**src/rtl/anx_params.svh**
```systemverilog
// register offsets, field positions, reset values for the expansion and next-page block
`ifndef ANX_PARAMS_SVH
`define ANX_PARAMS_SVH
`define OFF_EXPANSION      8'h18
`define OFF_NP_TRANSMIT    8'h1c
`define OFF_CONFIG         8'h70
`define OFF_EVENT_STATUS   8'h80
`define OFF_EVENT_MASK     8'h84
`define OFF_PARTNER_PAGE   8'h88
`define IDX_EXPANSION      8'h06
`define IDX_NP_TRANSMIT    8'h07
`define IDX_CONFIG         8'h1c
`define BIT_PD_FAULT       4
`define BIT_LP_NP_ABLE     3
`define BIT_NP_ABLE        2
`define BIT_PAGE_RCVD      1
`define BIT_LP_AN_ABLE     0
`define BIT_NP_MORE        15
`define BIT_NP_ACK         14
`define BIT_NP_MSG         13
`define BIT_NP_ACK2        12
`define BIT_NP_TOGGLE      11
`define BIT_CFG_LEGACY     0
`define BIT_CFG_NP_EN      1
`define NP_CODE_RESET      11'h001
`define NP_MSG_RESET       1'b1
`define CFG_RESET          2'h0
`define EVT_PD_FAULT       0
`define EVT_PAGE_RCVD      1
`define EVT_TX_DONE        2
`endif

```
**src/rtl/anx_pkg.sv**
```systemverilog
// types shared by the expansion and next-page block
package anx_pkg;
    typedef enum logic [2:0] {
        NP_IDLE  = 3'b001,
        NP_BASE  = 3'b010,
        NP_NEXT  = 3'b100
    } np_state_t;
    typedef logic [15:0] page_t;
endpackage : anx_pkg

```
**src/rtl/anx_sync_if.sv**
```systemverilog
// synchronised link-side event lines passed from the input stage to the register bank
interface anx_sync_if;
    logic link10_ok;
    logic link100_ok;
    logic link_lost;
    logic partner_an_able;
    logic page_valid;
    logic page_sent;
    modport src (output link10_ok, link100_ok, link_lost, partner_an_able, page_valid, page_sent);
    modport dst (input  link10_ok, link100_ok, link_lost, partner_an_able, page_valid, page_sent);
endinterface : anx_sync_if

```
**src/rtl/anx_input_sync.sv**
```systemverilog
// two-flop synchronisers for the link-side status lines
module anx_input_sync (
    input  wire logic        aclk,
    input  wire logic        aresetn,
    input  wire logic [5:0]  raw_in,
    anx_sync_if.src          sync
);
    logic [5:0] meta_reg;
    logic [5:0] stable_reg;

    always_ff @(posedge aclk) begin
        if (!aresetn) begin
            meta_reg   <= 6'h00;
            stable_reg <= 6'h00;
        end else begin
            meta_reg   <= raw_in;
            stable_reg <= meta_reg;
        end
    end

    assign sync.link10_ok       = stable_reg[0];
    assign sync.link100_ok      = stable_reg[1];
    assign sync.link_lost       = stable_reg[2];
    assign sync.partner_an_able = stable_reg[3];
    assign sync.page_valid      = stable_reg[4];
    assign sync.page_sent       = stable_reg[5];
endmodule : anx_input_sync

```
**src/rtl/anx_regs.sv**
```systemverilog
// auto-negotiation expansion and next-page transmit registers behind an axi4-lite slave
`include "anx_params.svh"
module anx_regs
    import anx_pkg::*;
(
    input  wire logic        aclk,
    input  wire logic        aresetn,
    input  wire logic [7:0]  s_axi_awaddr,
    input  wire logic        s_axi_awvalid,
    output logic             s_axi_awready,
    input  wire logic [31:0] s_axi_wdata,
    input  wire logic [3:0]  s_axi_wstrb,
    input  wire logic        s_axi_wvalid,
    output logic             s_axi_wready,
    output logic [1:0]       s_axi_bresp,
    output logic             s_axi_bvalid,
    input  wire logic        s_axi_bready,
    input  wire logic [7:0]  s_axi_araddr,
    input  wire logic        s_axi_arvalid,
    output logic             s_axi_arready,
    output logic [31:0]      s_axi_rdata,
    output logic [1:0]       s_axi_rresp,
    output logic             s_axi_rvalid,
    input  wire logic        s_axi_rready,
    input  wire logic        link10_ok,
    input  wire logic        link100_ok,
    input  wire logic        link_lost,
    input  wire logic        partner_an_able,
    input  wire logic        page_valid,
    input  wire logic [15:0] rx_page,
    input  wire logic        page_sent,
    output logic [15:0]      tx_page,
    output logic             np_exchange_en,
    output logic             irq
);
    anx_sync_if sync ();
    anx_input_sync u_sync (
        .aclk    (aclk),
        .aresetn (aresetn),
        .raw_in  ({page_sent, page_valid, partner_an_able, link_lost, link100_ok, link10_ok}),
        .sync    (sync)
    );
    // rx_page is quasi-static: sampled two cycles after page_valid rises, already settled
    logic [15:0] rx_meta_reg;
    logic [15:0] rx_page_reg;
    logic [15:0] lp_page_reg;
    logic        pv_d_reg;
    logic        ps_d_reg;
    logic        fault_d_reg;
    logic        pd_fault_reg;
    logic        page_rcvd_reg;
    logic        lp_np_able_reg;
    logic        lp_an_able_reg;
    logic        np_more_reg;
    logic        np_ack_reg;
    logic        np_msg_reg;
    logic        np_ack2_reg;
    logic        np_toggle_reg;
    logic [10:0] np_code_reg;
    logic        legacy_reg;
    logic        np_en_reg;
    logic [2:0]  evt_status_reg;
    logic [2:0]  evt_mask_reg;
    np_state_t   np_state_reg;
    logic        aw_hold_reg;
    logic        w_hold_reg;
    logic [7:0]  aw_addr_reg;
    logic [31:0] w_data_reg;
    logic [3:0]  w_strb_reg;
    function automatic logic [15:0] merge16(input logic [15:0] old_v,
                                           input logic [31:0] data,
                                           input logic [3:0]  strb);
        merge16 = {strb[1] ? data[15:8] : old_v[15:8], strb[0] ? data[7:0] : old_v[7:0]};
    endfunction : merge16
    function automatic logic mapped(input logic [7:0] addr);
        mapped = (addr == `OFF_EXPANSION) || (addr == `OFF_NP_TRANSMIT) ||
                 (addr == `OFF_CONFIG) || (addr == `OFF_EVENT_STATUS) ||
                 (addr == `OFF_EVENT_MASK) || (addr == `OFF_PARTNER_PAGE);
    endfunction : mapped
    logic        pv_rise;
    logic        ps_rise;
    logic        fault_now;
    logic        fault_rise;
    logic        wr_fire;
    logic        rd_fire;
    logic [15:0] exp_word;
    logic [15:0] np_word;
    logic [15:0] np_new;
    assign pv_rise    = sync.page_valid & ~pv_d_reg;
    assign ps_rise    = sync.page_sent & ~ps_d_reg;
    assign fault_now  = (sync.link10_ok & sync.link100_ok) | sync.link_lost;
    assign fault_rise = fault_now & ~fault_d_reg;
    assign wr_fire    = aw_hold_reg & w_hold_reg & ~s_axi_bvalid;
    assign rd_fire    = s_axi_arvalid & s_axi_arready;
    assign np_new     = merge16(np_word, w_data_reg, w_strb_reg);
    assign np_word    = {np_more_reg, np_ack_reg, np_msg_reg, np_ack2_reg, np_toggle_reg,
                         np_code_reg};
    always_comb begin
        exp_word = 16'h0000;
        exp_word[`BIT_PD_FAULT]   = pd_fault_reg;
        exp_word[`BIT_LP_NP_ABLE] = lp_np_able_reg;
        exp_word[`BIT_NP_ABLE]    = ~legacy_reg;
        exp_word[`BIT_PAGE_RCVD]  = page_rcvd_reg;
        exp_word[`BIT_LP_AN_ABLE] = lp_an_able_reg;
    end
    always_ff @(posedge aclk) begin
        if (!aresetn) begin
            pv_d_reg    <= 1'b0;
            ps_d_reg    <= 1'b0;
            fault_d_reg <= 1'b0;
            rx_meta_reg <= 16'h0000;
            rx_page_reg <= 16'h0000;
            lp_page_reg <= 16'h0000;
        end else begin
            pv_d_reg    <= sync.page_valid;
            ps_d_reg    <= sync.page_sent;
            fault_d_reg <= fault_now;
            rx_meta_reg <= rx_page;
            rx_page_reg <= rx_meta_reg;
            lp_page_reg <= pv_rise ? rx_page_reg : lp_page_reg;
        end
    end
    // self-clearing bits: a new event in the read cycle wins over the clear
    always_ff @(posedge aclk) begin
        if (!aresetn) begin
            pd_fault_reg  <= 1'b0;
            page_rcvd_reg <= 1'b0;
        end else begin
            if (fault_rise) begin
                pd_fault_reg <= 1'b1;
            end else if (rd_fire && s_axi_araddr == `OFF_EXPANSION) begin
                pd_fault_reg <= 1'b0;
            end
            if (pv_rise) begin
                page_rcvd_reg <= 1'b1;
            end else if (rd_fire && s_axi_araddr == `OFF_EXPANSION) begin
                page_rcvd_reg <= 1'b0;
            end
        end
    end
    // partner next-page ability comes from the base page: bit 15 is its next-page flag
    always_ff @(posedge aclk) begin
        if (!aresetn) begin
            lp_np_able_reg <= 1'b0;
            lp_an_able_reg <= 1'b0;
        end else begin
            lp_an_able_reg <= sync.partner_an_able;
            if (!sync.partner_an_able) begin
                lp_np_able_reg <= 1'b0;
            end else if (pv_rise && np_state_reg != NP_NEXT) begin
                lp_np_able_reg <= rx_page_reg[15];
            end
        end
    end

    always_ff @(posedge aclk) begin
        if (!aresetn) begin
            np_state_reg <= NP_IDLE;
        end else begin
            unique case (np_state_reg)
                NP_IDLE: begin
                    if (sync.partner_an_able) begin
                        np_state_reg <= NP_BASE;
                    end
                end
                NP_BASE: begin
                    if (!sync.partner_an_able) begin
                        np_state_reg <= NP_IDLE;
                    end else if (pv_rise) begin
                        np_state_reg <= NP_NEXT;
                    end
                end
                NP_NEXT: begin
                    if (!sync.partner_an_able) begin
                        np_state_reg <= NP_IDLE;
                    end
                end
            endcase
        end
    end

    always_ff @(posedge aclk) begin
        if (!aresetn) begin
            np_ack_reg <= 1'b0;
        end else if (np_state_reg == NP_IDLE) begin
            np_ack_reg <= 1'b0;
        end else if (pv_rise) begin
            np_ack_reg <= 1'b1;
        end
    end

    // toggle per next page sent; first next page starts at 0
    always_ff @(posedge aclk) begin
        if (!aresetn) begin
            np_toggle_reg <= 1'b0;
        end else if (np_state_reg != NP_NEXT) begin
            np_toggle_reg <= 1'b0;
        end else if (ps_rise && np_en_reg && !legacy_reg) begin
            np_toggle_reg <= ~np_toggle_reg;
        end
    end

    // writable next-page fields
    always_ff @(posedge aclk) begin
        if (!aresetn) begin
            np_more_reg <= 1'b0;
            np_msg_reg  <= `NP_MSG_RESET;
            np_ack2_reg <= 1'b0;
            np_code_reg <= `NP_CODE_RESET;
        end else if (wr_fire && aw_addr_reg == `OFF_NP_TRANSMIT && !legacy_reg) begin
            np_more_reg <= np_new[`BIT_NP_MORE];
            np_msg_reg  <= np_new[`BIT_NP_MSG];
            np_ack2_reg <= np_new[`BIT_NP_ACK2];
            np_code_reg <= np_new[10:0];
        end
    end

    always_ff @(posedge aclk) begin
        if (!aresetn) begin
            {np_en_reg, legacy_reg} <= `CFG_RESET;
            evt_mask_reg            <= 3'h0;
        end else if (wr_fire && w_strb_reg[0]) begin
            if (aw_addr_reg == `OFF_CONFIG) begin
                legacy_reg <= w_data_reg[`BIT_CFG_LEGACY];
                np_en_reg  <= w_data_reg[`BIT_CFG_NP_EN];
            end
            if (aw_addr_reg == `OFF_EVENT_MASK) begin
                evt_mask_reg <= w_data_reg[2:0];
            end
        end
    end

    // sticky events, write one to clear; set wins over clear
    always_ff @(posedge aclk) begin
        if (!aresetn) begin
            evt_status_reg <= 3'h0;
        end else begin
            evt_status_reg <= (evt_status_reg &
                ~((wr_fire && aw_addr_reg == `OFF_EVENT_STATUS && w_strb_reg[0]) ?
                  w_data_reg[2:0] : 3'h0)) |
                {ps_rise, pv_rise, fault_rise};
        end
    end

    always_ff @(posedge aclk) begin
        if (!aresetn) begin
            irq <= 1'b0;
        end else begin
            irq <= |(evt_status_reg & evt_mask_reg);
        end
    end

    // exchange gated by enable and legacy mode
    always_ff @(posedge aclk) begin
        if (!aresetn) begin
            np_exchange_en <= 1'b0;
            tx_page        <= 16'h0000;
        end else begin
            np_exchange_en <= np_en_reg & ~legacy_reg & lp_np_able_reg;
            tx_page        <= np_word;
        end
    end

    // write channel: address and data accepted independently
    always_ff @(posedge aclk) begin
        if (!aresetn) begin
            aw_hold_reg  <= 1'b0;
            w_hold_reg   <= 1'b0;
            aw_addr_reg  <= 8'h00;
            w_data_reg   <= 32'h0000_0000;
            w_strb_reg   <= 4'h0;
            s_axi_bvalid <= 1'b0;
            s_axi_bresp  <= 2'b00;
        end else begin
            if (s_axi_awvalid && s_axi_awready) begin
                aw_hold_reg <= 1'b1;
                aw_addr_reg <= s_axi_awaddr;
            end
            if (s_axi_wvalid && s_axi_wready) begin
                w_hold_reg <= 1'b1;
                w_data_reg <= s_axi_wdata;
                w_strb_reg <= s_axi_wstrb;
            end
            if (wr_fire) begin
                aw_hold_reg  <= 1'b0;
                w_hold_reg   <= 1'b0;
                s_axi_bvalid <= 1'b1;
                s_axi_bresp  <= mapped(aw_addr_reg) ? 2'b00 : 2'b10;
            end else if (s_axi_bvalid && s_axi_bready) begin
                s_axi_bvalid <= 1'b0;
            end
        end
    end

    always_ff @(posedge aclk) begin
        if (!aresetn) begin
            s_axi_awready <= 1'b0;
            s_axi_wready  <= 1'b0;
        end else begin
            s_axi_awready <= ~aw_hold_reg & ~(s_axi_awvalid & s_axi_awready) & ~s_axi_bvalid;
            s_axi_wready  <= ~w_hold_reg & ~(s_axi_wvalid & s_axi_wready) & ~s_axi_bvalid;
        end
    end

    // read channel: one read in flight, arready drops while rvalid stands
    always_ff @(posedge aclk) begin
        if (!aresetn) begin
            s_axi_arready <= 1'b0;
            s_axi_rvalid  <= 1'b0;
            s_axi_rdata   <= 32'h0000_0000;
            s_axi_rresp   <= 2'b00;
        end else begin
            if (rd_fire) begin
                s_axi_arready <= 1'b0;
                s_axi_rvalid  <= 1'b1;
                s_axi_rresp   <= mapped(s_axi_araddr) ? 2'b00 : 2'b10;
                unique case (s_axi_araddr)
                    `OFF_EXPANSION:    s_axi_rdata <= {16'h0000, exp_word};
                    `OFF_NP_TRANSMIT:  s_axi_rdata <= {16'h0000, np_word};
                    `OFF_CONFIG:       s_axi_rdata <= {30'h0, np_en_reg, legacy_reg};
                    `OFF_EVENT_STATUS: s_axi_rdata <= {29'h0, evt_status_reg};
                    `OFF_EVENT_MASK:   s_axi_rdata <= {29'h0, evt_mask_reg};
                    `OFF_PARTNER_PAGE: s_axi_rdata <= {16'h0000, lp_page_reg};
                    default:           s_axi_rdata <= 32'h0000_0000;
                endcase
            end else if (s_axi_rvalid && s_axi_rready) begin
                s_axi_rvalid  <= 1'b0;
                s_axi_arready <= 1'b1;
            end else if (!s_axi_rvalid) begin
                s_axi_arready <= 1'b1;
            end
        end
    end
endmodule : anx_regs

```
**config.mk**
```make
export PLATFORM = sky130hd
export DESIGN_NAME = anx_regs
export DESIGN_NICKNAME = d
export VERILOG_FILES = /design/src/rtl/anx_pkg.sv /design/src/rtl/anx_sync_if.sv /design/src/rtl/anx_input_sync.sv /design/src/rtl/anx_regs.sv
export VERILOG_INCLUDE_DIRS = /design/src /design/src/rtl
export SDC_FILE = /design/constraint.sdc
export NUM_CORES = 1
export LEC_CHECK = 0
export BUFFER_PORTS_ARGS = -buffer_cell sky130_fd_sc_hd__buf_4
export CORE_AREA = 4 4 128 106
export CTS_CLUSTER_DIAMETER = 60
export CTS_CLUSTER_SIZE = 8
export DETAILED_ROUTE_END_ITERATION = 10
export DIE_AREA = 0 0 132 110
export HOLD_SLACK_MARGIN = 0.1
export PLACE_DENSITY = 0.78
export SETUP_SLACK_MARGIN = 0.3
export SYNTH_ARGS = -nofsm -noshare
export SYNTH_HDL_FRONTEND = slang
export SYNTH_SLANG_ARGS = --single-unit
```
**constraint.sdc**
```tcl
create_clock -name aclk -period 1.8 [get_ports aclk]
set_input_delay 0.36 -clock aclk [delete_from_list [all_inputs] [get_ports aclk]]
set_output_delay 0.36 -clock aclk [all_outputs]
set_load 0.02 [all_outputs]
```
# Word level (Yosys, flattened, before mapping)
# Cells that the tools add are included.
word_totals:
  wordCells: 148
  n_memories: 0
  out_inout_bits: 59
  regBits: 181
  rom_bits: 0
  ram_bits: 0
  latchBits: 0
classes:
  eq_ne: 20
  mux: 18
  reduce_logical: 39
  n_shift: 0
  div_mod_pow: 0
  n_lt_le_gt_ge: 0
  n_mul: 0
  n_bitwise: 31
  add_sub_neg: 0
ops:
  columns: ["operator", "count"]
  rows:
  - ["$pmux W16 S6", 1]
  - ["$eq A8 B8 Y1 const B", 6]
  - ["$eq A8 B5 Y1 const B", 4]
  - ["$eq A8 B7 Y1 const B", 2]
  - ["$and A1 B1 Y1", 15]
  - ["$mux W3", 5]
  - ["$logic_and A1 B1 Y1", 13]
  - ["$not A1 Y1", 11]
  - ["$logic_or A1 B1 Y1", 10]
  - ["$reduce_and A2 Y1", 5]
  - ["$mux W1", 9]
  - ["$pmux W3 S3", 1]
  - ["$reduce_bool A2 Y1", 4]
  - ["$reduce_or A2 Y1", 4]
  - ["$and A3 B3 Y3", 2]
  - ["$ne A3 B3 Y1 const B", 2]
  - ["$mux W2", 2]
  - ["$ne A2 B1 Y1 const B", 2]
  - ["$eq A3 B1 Y1 const B", 1]
  - ["$eq A3 B2 Y1 const B", 1]
  - ["$eq A3 B3 Y1 const B", 1]
  - ["$not A3 Y3", 1]
  - ["$or A3 B3 Y3", 1]
  - ["$reduce_and A3 Y1", 1]
  - ["4 further kinds", 4]

# Logic depth before layout (Yosys ltp)
logic_depth:
  depth_word: 8
  mapped_depth: 6
  ltp_nobuf: 4

# By module
# A second synthesis with hierarchy kept.
unflattened:
  cells_unflattened: 611
  area_unflattened_um2: 5900.7
modules_own_cells:
  columns: ["mod", "cells_per_inst", "n_inst", "seq_area_each_um2", "area_each_um2"]
  rows:
  - ["anx_regs", 586, 1, 2982.9, 5564.1]
  - ["anx_input_sync", 25, 1, 240.2, 336.6]

# Worst setup path before layout
# Ideal clock, no wire load.
synth_timing:
  path_type: "reg2reg"
  startpoint: "register aw_addr_reg[0]"
  endpoint: "register np_code_reg[0]"
  synth_period_minus_slack_ns: 1.866
  t_required_ns: 1.673
  path_stages_with_launch: 5
  setup_ns: 0.127
  path_slack_ns: -0.066
  arrival_ns: 1.740
  cell_sequence: "dfxtp_1 -> or4_4 -> nor4_4 -> mux2i_1 -> nand2_1"
synth_via:
  elab_chain_cells: 4
synth_rtl:
  columns: ["item", "line", "source"]
  rows:
  - ["from (decl)", "anx_regs.sv:67", "logic [7:0] aw_addr_reg;"]
  - ["from (signal assigned)", "anx_regs.sv:277", "aw_addr_reg <= s_axi_awaddr;"]
  - ["$eq A8 B5 Y1 (no line)", null, null]
  - ["$logic_and A1 B1 Y1 (no line)", null, null]
  - ["$logic_and A1 B1 Y1", "anx_regs.sv:210", "end else if (wr_fire && aw_addr_reg == `OFF_NP_TRANSMIT && !legacy_reg) begin"]
  - ["$reduce_and A2 Y1 (no line)", null, null]
  - ["to (signal assigned)", "anx_regs.sv:209", "np_code_reg <= `NP_CODE_RESET;"]
  - ["to (signal assigned)", "anx_regs.sv:214", "np_code_reg <= np_new[10:0];"]
  - ["to (decl)", "anx_regs.sv:59", "logic [10:0] np_code_reg;"]
# Every way passes these cells.
# A chain may end at the register's enable or synchronous reset.

# Worst setup path in the final report
layout_timing:
  startpoint: "register aw_addr_reg[0]"
  endpoint: "register np_msg_reg"
layout_via:
  elab_chain_cells: 4
layout_rtl:
  columns: ["item", "line", "source"]
  rows:
  - ["$eq A8 B5 Y1 (no line)", null, null]
  - ["$logic_and A1 B1 Y1 (no line)", null, null]
  - ["$logic_and A1 B1 Y1", "anx_regs.sv:210", null]
  - ["$reduce_and A2 Y1 (no line)", null, null]
  - ["to (signal assigned)", "anx_regs.sv:207", "np_msg_reg <= `NP_MSG_RESET;"]
  - ["to (signal assigned)", "anx_regs.sv:212", "np_msg_reg <= np_new[`BIT_NP_MSG];"]
  - ["to (decl)", "anx_regs.sv:56", "logic np_msg_reg;"]
# Every way passes these cells.

==> qor.txt <==
H-tree Lvls -> 4
slew margin rel. -> 52.4%
Worst EP required -> 2100 ps
drt drc -> 0
power consumption -> 0.00841 W
CTS tree -> built
area of the mapped netlist -> 5790 µm²
number of diodes -> 0
#FFs+latches synth -> 161
crit share post-route -> 93.9%
endpoints failing setup -> 0
unrepaired setup endpoints after global routing -> yes
Net count, final -> 800
Initial Utilization -> 47.8%
clk buf depth -> 2
clock buffer count from CTS -> 17
CTS clk-pin slew, worst paths -> 60 ps
First-pass DRT Iterations -> 5
core area -> 12100 µm²
die area -> 14500 µm²
R2R Path End -> np_msg_reg
clk root buf -> clkbuf_16
Iteration-0 DRC Markers -> 424
post-DR wirelength/cell -> 16.1 µm
via-per-instance ratio -> 5.35
Horiz. Die Dim -> 132 µm
CP arrival -> 1990 ps
EDFF count, synth -> 0
Critical Path Fanout Max -> 6
maximum vdd drop -> 0.737 mV
TNS Setup -> 0 ps
# hold bufs at CTS -> 0
PD cells -> 1120 nW/µm²
initial antenna violation count -> 0
number of max-cap violations -> 0
status -> finished clean
Slowest cell on crit path -> or4_4
IO Pins -> 140
Global Route Usage Sum -> 19.3%
DR vias -> 4728
Worst Setup EP -> np_msg_reg
max-slew violations -> 0
Final Critical Period -> 1690 ps
final hold vios -> 0
Worst R2R Setup Slack -> 110 ps
buffers added on ports -> 101
clk_skew -> 6.46 ps
Crit. Startpoint -> aw_addr_reg[0]
Hold Path Class -> in2reg
WS Path Type -> reg2reg
final wirelength -> 14.3 mm
Core Rows -> 36
HPWL after detailed placement -> 9.93 mm
Die Ht -> 110 µm
fmax -> 591 MHz
area delta synth->final -> 29.6%
ys flop type -> dfxtp_1
reg2reg path depth -> 5
library cells used by synthesis -> 49
worst slew pin tran -> 715 ps
global-route wire length before repair -> 22.2 mm
CP max stage delay -> 580 ps
Avg Cell Area, Syn -> 9.49 µm²
crit end category -> flip-flop
FFs w/ async S/R, synth -> 0%
vias in the first global route -> 4615
leakage -> 3.05 nW
ANT nets after route -> 0
worst r2r src -> aw_addr_reg[0]
final hold slack -> 145 ps
clk_lat worst skew -> 420 ps
hold path cells -> 2
synthesized instance count -> 610
grt ovf -> 0
Fill cells -> 984
clock sink total -> 161
CP cell instances -> or4_4, nor4_4, buf_12, mux2i_1, nand2_1
Placer Congestion -> 0.890
sequential share of the synthesized area -> 55.7%
layout cell share with drive strength beyond 1 -> 23.8%
largest net degree at the start of global routing -> 68
CP startpoint kind -> flip-flop
Yosys Warn Count -> 0
-- per-layer routing --
| layer | GRT usage (%) | vias to the layer above | wire (µm) |
|---|---|---|---|
| met5 | 0 | - | 0 |
| met4 | 7.35 | 0 | 274 |
| met3 | 5.04 | 31 | 1020 |
| met2 | 33.9 | 195 | 6950 |
| met1 | 23.1 | 2254 | 6030 |
| li1 | - | 2248 | - |
-- cells in the mapped netlist (2+ instances only) --
library cell / instances / area share (%)
and4b_1: 2 / 0.35
and2_1: 66 / 7.1
buf_2: 3 / 0.26
a22oi_1: 11 / 1.4
a21oi_1: 56 / 4.8
nor4b_1: 2 / 0.30
a2bb2oi_1: 4 / 0.61
inv_1: 8 / 0.52
clkbuf_1: 27 / 1.8
nand3b_1: 3 / 0.39
nand4_1: 2 / 0.22
a211oi_1: 2 / 0.26
nor3_1: 9 / 0.78
o21a_1: 4 / 0.52
and3_1: 2 / 0.22
nand2_1: 108 / 7.0
a21boi_0: 2 / 0.26
nor2b_1: 4 / 0.43
nor4_4: 2 / 0.73
o2bb2ai_1: 3 / 0.45
nor3b_1: 3 / 0.39
a211o_1: 2 / 0.30
o21ai_0: 4 / 0.35
nand4b_1: 3 / 0.45
nand2b_1: 6 / 0.65
buf_4: 18 / 2.3
nor2_1: 32 / 2.1
mux2i_1: 26 / 4.5
o31ai_1: 16 / 2.1
dfxtp_1: 161 / 56
-- metrics by stage --
stage,setup WS (ps),instance area [µm²],cells,utilization (%)
floorplan,-14.8,5920,627,-
global placement,12.5,6750,848,55.7
detailed placement,-37.4,6750,848,55.7
CTS,106,7450,881,61.5
global route,42.8,7500,884,61.9
finish,109,7500,884,61.9
-- where the power goes --
part           total (W)  internal [W]  switching [W]
sequential       0.00375       0.00368      0.0000744
combinational   0.000544      0.000238       0.000305
clock            0.00411       0.00269        0.00143
total            0.00841       0.00660        0.00181
-- worst min path at each step --
| stage | start | to | slack (ps) |
|---|---|---|---|
| finish | link_lost | u_sync.meta_reg[2] | 150 |
| global route | rx_page[9] | rx_meta_reg[9] | 130 |
| CTS | link_lost | u_sync.meta_reg[2] | 140 |
| detailed placement | rx_meta_reg[8] | rx_page_reg[8] | 420 |
| global placement | u_sync.meta_reg[2] | u_sync.stable_reg[2] | 420 |
| floorplan | rx_meta_reg[0] | rx_page_reg[0] | 410 |
-- cells by family after synthesis --
kind of cell / after synthesis / synth area share, %
multiplexers: 26 / 4.50
AO/OA/AOI/OAI: 109 / 11.9
XOR/XNOR: 2 / 0.303
flip-flops: 161 / 55.7
buffers and inverters: 57 / 4.93
other: 1 / 0.0648
AND/OR/NAND/NOR: 254 / 22.7
-- what timing repair did --
item / 4_1_cts / 5_1_grt
cloned: 0 / 1
resized for setup: 2 / 7
pin swaps: 4 / 7
setup buffers: 1 / 2
endpoints found under the setup margin: 15 / 36
-- area by class of cell --
class | instances | area, µm² | area share, %
multi-input cells | 409 | 2420 | 32.2
clock inverters | 12 | 229 | 3.05
flip-flops and latches | 161 | 3230 | 43.0
clock buffers | 20 | 457 | 6.09
inverters | 8 | 30.0 | 0.400
repair buffers | 122 | 951 | 12.7
well taps | 152 | 190 | 2.53
-- worst max-delay path: cells and delay by family (launching register included) --
family                 cells  cell delay, ps
DFF                        1             330
buffers and inverters      1             170
muxes                      1             200
and+or+nand+nor            3             880
-- cell usage in the layout (no fill, tap or decap), types with 4 or more instances in the layout --
cell type  count
a21oi_1       55
a22oi_1       11
a2bb2oi_1      4
and2_1        66
buf_4        118
bufinv_16      6
clkbuf_16     17
clkinv_4       4
conb_1        18
dfxtp_1      158
inv_1          7
mux2i_1       26
nand2_1      107
nand2b_1       6
nor2_1        32
nor2b_1        4
nor3_1         7
o21a_1         4
o21ai_0        4
o31ai_1       15
Note: power is estimated with default switching activity, not from simulation.
